`src/common/ciq_pkg.sv`:
```
// constants and types for the command and irq enable register block
//
// Notes on behaviour
// command register at 01h resets to 20h
// bit 5 switches analog receiver off
// writing bit 4 high enters sleep
// clearing bit 4 wakes; reads one until ready
// sleep refused while soft restart runs; code checks only when awake, a bit 4 write while waking re-enters sleep
// known code write launches; read shows running code
// irq enable register at 02h, reset 80h
// polarity one drives irq pin inverted
// polarity zero drives irq pin unchanged
// reset polarity, open drain: idle pin floats
// bits 6..4 pass tx, rx, idle requests
// bits 3..0 pass buffer, fault, timer requests
// reserved register 00h reads zero
// output type bit picks push-pull or open-drain
// unknown command reverts idle, raises idle request
// irq status is or of enabled flags
package ciq_pkg;
    localparam int ADDR_W = 6;
    localparam int DATA_W = 8;
    localparam int NUM_REQ = 7;
    localparam int CMD_W = 4;
    localparam logic [ADDR_W-1:0] ADDR_RSVD = 6'h00;
    localparam logic [ADDR_W-1:0] ADDR_CMD = 6'h01;
    localparam logic [ADDR_W-1:0] ADDR_IEN = 6'h02;
    localparam logic [DATA_W-1:0] RSVD_RESET = 8'h00;
    localparam logic [DATA_W-1:0] CMD_RESET = 8'h20;
    localparam logic [DATA_W-1:0] IEN_RESET = 8'h80;
    localparam int CMD_RXOFF_BIT = 5;
    localparam int CMD_SLEEP_BIT = 4;
    localparam int IEN_POL_BIT = 7;
    localparam logic [CMD_W-1:0] CMD_IDLE = 4'h0;
    localparam logic [CMD_W-1:0] CMD_SOFT_RESTART = 4'hf;
    localparam logic [15:0] CMD_VALID_DEFAULT = 16'h81ff;

    typedef struct packed {
        logic wr;
        logic rd;
        logic [ADDR_W-1:0] addr;
        logic [DATA_W-1:0] wdata;
    } ciq_req_t;

    // order matches enable bits 6 down to 0
    typedef struct packed {
        logic tx_done_flag;
        logic rx_done_flag;
        logic cmd_idle_flag;
        logic buf_high_flag;
        logic buf_low_flag;
        logic fault_flag;
        logic expiry_flag;
    } ciq_flags_t;

    typedef enum logic [2:0] {
        ST_AWAKE = 3'b001,
        ST_ASLEEP = 3'b010,
        ST_WAKING = 3'b100
    } ciq_sleep_t;
endpackage

```
`src/verilog/ciq_regs.sv`:
```
// command, reserved and irq enable registers with irq pin drive
module ciq_regs #(
    parameter logic [15:0] CMD_VALID_MASK = ciq_pkg::CMD_VALID_DEFAULT
) (
    input logic core_clk,
    input logic rst,
    input logic ce,
    input ciq_pkg::ciq_req_t reg_req,
    output logic [ciq_pkg::DATA_W-1:0] reg_rdata,
    input ciq_pkg::ciq_flags_t flags,
    input logic irq_push_pull,
    input logic wake_ready,
    input logic cmd_done,
    output logic receiver_shutdown,
    output logic soft_sleep,
    output logic [ciq_pkg::CMD_W-1:0] cmd_code,
    output logic cmd_launch,
    output logic idle_req,
    output logic irq_status,
    output logic irq_pin,
    output logic irq_pin_oe_n
);
    import ciq_pkg::*;

    // ****************************************
    // decode
    // ****************************************
    function automatic logic cmd_known(input logic [CMD_W-1:0] code);
        cmd_known = CMD_VALID_MASK[code];
    endfunction

    logic wr_cmd;
    logic wr_ien;
    logic [CMD_W-1:0] wcode;
    logic restart_busy;
    logic irq_any;
    logic pin_next;
    logic rx_off_reg;
    logic [CMD_W-1:0] cmd_reg;
    logic launch_reg;
    logic idle_reg;
    logic [DATA_W-1:0] ien_reg;
    logic [DATA_W-1:0] rdata_reg;
    logic status_reg;
    logic pin_reg;
    logic oe_n_reg;
    ciq_sleep_t sleep_reg;

    assign wr_cmd = ce && reg_req.wr && reg_req.addr == ADDR_CMD;
    assign wr_ien = ce && reg_req.wr && reg_req.addr == ADDR_IEN;
    assign wcode = reg_req.wdata[CMD_W-1:0];
    assign restart_busy = cmd_reg == CMD_SOFT_RESTART
        || (cmd_known(wcode) && wcode == CMD_SOFT_RESTART);

    // ****************************************
    // command register
    // ****************************************
    // reset 20h, receiver off
    always_ff @(posedge core_clk or posedge rst) begin
        if (rst) begin
            rx_off_reg <= CMD_RESET[CMD_RXOFF_BIT];
        end else if (wr_cmd) begin
            rx_off_reg <= reg_req.wdata[CMD_RXOFF_BIT];
        end
    end

    // launch and track command
    always_ff @(posedge core_clk or posedge rst) begin
        if (rst) begin
            cmd_reg <= CMD_RESET[CMD_W-1:0];
            launch_reg <= 1'b0;
            idle_reg <= 1'b0;
        end else if (ce) begin
            launch_reg <= 1'b0;
            idle_reg <= 1'b0;
            if (wr_cmd && cmd_known(wcode)) begin
                cmd_reg <= wcode;
                launch_reg <= 1'b1;
            end else if (wr_cmd) begin
                // unknown code reverts
                cmd_reg <= CMD_IDLE;
                idle_reg <= 1'b1;
            end else if (cmd_done && cmd_reg != CMD_IDLE) begin
                cmd_reg <= CMD_IDLE;
                idle_reg <= 1'b1;
            end
        end
    end

    // ****************************************
    // soft sleep and wake
    // ****************************************
    always_ff @(posedge core_clk or posedge rst) begin
        if (rst) begin
            sleep_reg <= ST_AWAKE;
        end else if (ce) begin
            unique case (sleep_reg)
                ST_AWAKE: begin
                    // enter sleep unless restarting
                    if (wr_cmd && reg_req.wdata[CMD_SLEEP_BIT]
                        && !restart_busy) begin
                        sleep_reg <= ST_ASLEEP;
                    end
                end
                ST_ASLEEP: begin
                    // start wake
                    if (wr_cmd && !reg_req.wdata[CMD_SLEEP_BIT]) begin
                        sleep_reg <= ST_WAKING;
                    end
                end
                ST_WAKING: begin
                    if (wr_cmd && reg_req.wdata[CMD_SLEEP_BIT]) begin
                        sleep_reg <= ST_ASLEEP;
                    end else if (wake_ready) begin
                        sleep_reg <= ST_AWAKE;
                    end
                end
                default: begin
                    sleep_reg <= ST_AWAKE;
                end
            endcase
        end
    end

    // ****************************************
    // irq enable register
    // ****************************************
    // plain read/write
    always_ff @(posedge core_clk or posedge rst) begin
        if (rst) begin
            ien_reg <= IEN_RESET;
        end else if (wr_ien) begin
            ien_reg <= reg_req.wdata;
        end
    end

    // ****************************************
    // readback
    // ****************************************
    always_ff @(posedge core_clk or posedge rst) begin
        if (rst) begin
            rdata_reg <= RSVD_RESET;
        end else if (ce && reg_req.rd) begin
            // reserved and unmapped read zero
            rdata_reg <= RSVD_RESET;
            if (reg_req.addr == ADDR_CMD) begin
                rdata_reg[CMD_RXOFF_BIT] <= rx_off_reg;
                // bit reads one while waking
                rdata_reg[CMD_SLEEP_BIT] <= sleep_reg != ST_AWAKE;
                rdata_reg[CMD_W-1:0] <= cmd_reg;
            end else if (reg_req.addr == ADDR_IEN) begin
                rdata_reg <= ien_reg;
            end
        end
    end

    // ****************************************
    // irq pin
    // ****************************************
    // gate and combine requests
    assign irq_any = |(flags & ien_reg[NUM_REQ-1:0]);
    // polarity
    assign pin_next = ien_reg[IEN_POL_BIT] ? !irq_any : irq_any;

    always_ff @(posedge core_clk or posedge rst) begin
        if (rst) begin
            status_reg <= 1'b0;
            pin_reg <= IEN_RESET[IEN_POL_BIT];
            oe_n_reg <= 1'b1;
        end else if (ce) begin
            status_reg <= irq_any;
            pin_reg <= pin_next;
            // push-pull or release when high
            oe_n_reg <= irq_push_pull ? 1'b0 : pin_next;
        end
    end

    assign reg_rdata = rdata_reg;
    assign receiver_shutdown = rx_off_reg;
    assign soft_sleep = sleep_reg == ST_ASLEEP;
    assign cmd_code = cmd_reg;
    assign cmd_launch = launch_reg;
    assign idle_req = idle_reg;
    assign irq_status = status_reg;
    assign irq_pin = pin_reg;
    assign irq_pin_oe_n = oe_n_reg;
endmodule
```
`config.mk`:
```
export PLATFORM = sky130hd
export DESIGN_NAME = ciq_regs
export DESIGN_NICKNAME = d
export VERILOG_FILES = /design/src/common/ciq_pkg.sv /design/src/verilog/ciq_regs.sv
export SDC_FILE = /design/constraint.sdc
export NUM_CORES = 1
export LEC_CHECK = 0
export BUFFER_PORTS_ARGS = -buffer_cell sky130_fd_sc_hd__clkbuf_2
export CELL_PAD_IN_SITES_DETAIL_PLACEMENT = 0
export CELL_PAD_IN_SITES_GLOBAL_PLACEMENT = 1
export CORE_MARGIN = 4
export CORE_UTILIZATION = 37
export CTS_CLUSTER_SIZE = 30
export DETAILED_ROUTE_END_ITERATION = 8
export PLACE_DENSITY = 0.84
export SLEW_MARGIN = 15
export SYNTH_ARGS = -nofsm -noshare
export SYNTH_HDL_FRONTEND = slang
export SYNTH_SLANG_ARGS = --single-unit
```
`constraint.sdc`:
```
create_clock -name core_clk -period 1.8 [get_ports core_clk]
set_input_delay 0.27 -clock core_clk [delete_from_list [all_inputs] [get_ports core_clk]]
set_output_delay 0.27 -clock core_clk [all_outputs]
set_load 0.02 [all_outputs]
```
==> impl_results.md <==
* Status: complete, no violations
* Worst min path class: primary input to async pin
* Top post-synthesis cells by area: dfrtp_1 (44%), dfstp_2 (9.7%), mux2_2 (7.5%)
* Switch share at 0.254
* Post-layout minimum cycle time at around 1.6 ns
* Worst path required time at approximately 2 ns
* Clock tree buffer depth at 2
* Comb pwr share at 0.142
* Count of cell types in the netlist at 39
* Achievable Freq at slightly above 0.6 GHz
* Fin worst setup slack at approximately 0.18 ns
* Worst Hold Margin at 0.0336 ns
* CP arrival at 1.78 ns
* Leakage Power at between 0.8 and 0.9 nW
* First-pass GRT wire length at about 5500 um
* Die Y at 68.5 um
* WL per Instance at 14.6 um
* DRT Wirelength at around 3400 um
* Period utilization at 0.899
* Die Wd at 68.5 um
* TritonCTS Buffers at 5
* Number of global-route vias before repair at approximately 1200
* RSZ-0062 raised after global routing: no
* Met2 Routed Length at roughly 1600 um
* PortBufs at 47
* Iter 0 DRT Violations at 55
* CTS HTree Levels at 2
* Setup crit start kind: primary input
* Hold_buf cts at 0
* Worst-path clk slew at ~0.06 ns
* Largest net degree at the start of global routing at 30
* Max Clock Skew at about 0.0053 ns
* Core area at between 3000 and 4000 um2
* Top-area cell type share of the netlist area at 0.443
* Post-CTS setup buffer count at 0
* Root buffer cell: clkbuf_8
* Total congestion overflow at 0
* Fin. Hold Viols at 0
* Syn_nets at 150
* Antenna-violating nets left at 0
* Area growth, synth to finish at 35.1%
* DP Wirelength at 2730 um
* CP endpoint kind: register
* Netlist area before placement at between 1000 and 1500 um2
* Total track usage at 0.166
* Pre-antenna DRT Iters at 4
* Top-level I/O count at between 40 and 50
* Seq pwr share at 0.478
* TNS Setup at 0 ns
* Starting density of the core at 0.394
* Final core occ at 0.533
* Synth warn at 0
* Proportion of layout cells with a drive suffix above 1 at 0.476
* FFs w/ async S/R, synth at 1.00
* Met3 WL post-DR at about 240 um
* Avg Cell Area, Syn at roughly 11 um2
* Vias post-DR at roughly 1200
* Max-slew violations at 0
* Clock share of power at 0.380
* Clock sinks at 29
* Nets at 215
* Site Rows at 21
* Ant. Diodes at 0
* Number of flops mapped to enable cells by yosys at 0
* Int Power at ~0.0011 W
* Max VDD drop at 347 uV
* DP Worst Slack at -0.113 ns
* Initial antenna violation count at 0
* CP Class: primary input to register
* Prevailing post-synth register cell: dfrtp_1
* Final setup vio count at 0
* Yosys top cell by area: dfrtp_1
* Rel. slew slack at 0.632
* Top sig layer: met4
* Sequential area share after synthesis at 0.540
* Metal-1 WL at approximately 1500 um
* Critical path peak fanout at 5
* Flip-flop and latch count after synthesis at 29
* Maximum Capacitance Violations at 0
* Pwr dens at ~830 nW/um2
* Post-Synthesis Cells at 121
* Sw Pwr at 0.000388 W
* Full die area at about 4700 um2
* # DRC at 0
* Slew @ Worst Pin at about 0.55 ns
* Clk_lat worst skew at ~0.28 ns
* CTS tree: built
* Final RePlAce weighted congestion at about 0.81
* Routed vias/inst at 5.24
* Post-cts sizing count at 0
-- critical path: stages --
cell,delay [ns]
clkbuf_2,0.08
or4_4,0.56
nor3_1,0.19
buf_4,0.15
o21ai_0,0.21
a22o_2,0.33
-- per-stage QoR --
| stage | power [W] | instances | area, um2 |
|---|---|---|---|
| floorplan | 0.000850 | 121 | 1360 |
| global placement | 0.000953 | 225 | 1730 |
| detailed placement | 0.000960 | 225 | 1730 |
| CTS | 0.00155 | 233 | 1830 |
| global route | 0.00161 | 233 | 1830 |
| finish | 0.00153 | 233 | 1830 |
-- cells in the mapped netlist (2+ instances only) --
library cell  number
a22o_2             3
a22oi_1            8
a31oi_1            2
dfrtp_1           24
dfstp_2            5
inv_1              2
mux2_2             9
nand2_1           16
nand2b_1           4
nand3_1            3
nand4_1            3
nor2_1             5
nor2b_1            2
o21ai_0           10
-- path summary, 6_finish.rpt --
path	startpoint	slack, ns	depth (start not counted)	to
min in group core_clk	irq_push_pull	0.16	2	irq_pin_oe_n
max in group asynchronous	rst	1.46	3	sleep_reg[0]
hold reg to reg	reg_rdata[3]	0.48	2	reg_rdata[3]
setup reg to reg	cmd_code[2]	0.18	4	idle_req
setup / recovery	reg_req[11]	0.18	6	cmd_code[3]
hold / removal	rst	0.03	3	reg_rdata[5]
-- cell families after synthesis --
family          synth area share
buf+inv                   0.0194
mux                       0.0747
simple gates               0.176
flops                      0.540
compound gates             0.184
xor+xnor                 0.00646
-- power by group through the flow --
stage	clock, W	sequential [W]	combinational, W
2_1_floorplan	0	0.000769	0.0000804
3_3_place_gp	0	0.000738	0.000214
3_5_place_dp	0	0.000741	0.000219
4_1_cts	0.000605	0.000730	0.000220
5_1_grt	0.000632	0.000734	0.000240
6_report	0.000581	0.000730	0.000217
-- per-layer routing --
metal | vias to the layer above | global-route usage
met5 | - | 0
met4 | 0 | 0.0868
met3 | 2 | 0.0502
met2 | 53 | 0.260
met1 | 584 | 0.204
li1 | 583 | -
-- area by class of cell --
cell class | instances | area (um2)
Timing Repair Buffer | 60 | 333
Sequential cell | 29 | 732
Multi-Input combinational cell | 87 | 598
Tap cell | 46 | 57.6
Inverter | 3 | 11.3
Clock buffer | 7 | 96.3
Fill cell | 333 | 1610
Clock inverter | 1 | 5.00
-- cells in the final DEF (no fill, tap or decap), types with 3 or more instances in the layout --
| cell | n |
|---|---|
| mux2_2 | 9 |
| nand2b_1 | 4 |
| a22oi_1 | 8 |
| nand3_1 | 3 |
| a22o_2 | 3 |
| nand2_1 | 16 |
| buf_4 | 13 |
| dfstp_2 | 5 |
| nor2_1 | 5 |
| nand4_1 | 3 |
| clkbuf_2 | 47 |
| o21ai_0 | 10 |
| clkbuf_8 | 7 |
| dfrtp_1 | 24 |
No activity file was read; power rests on OpenSTA's default activity.
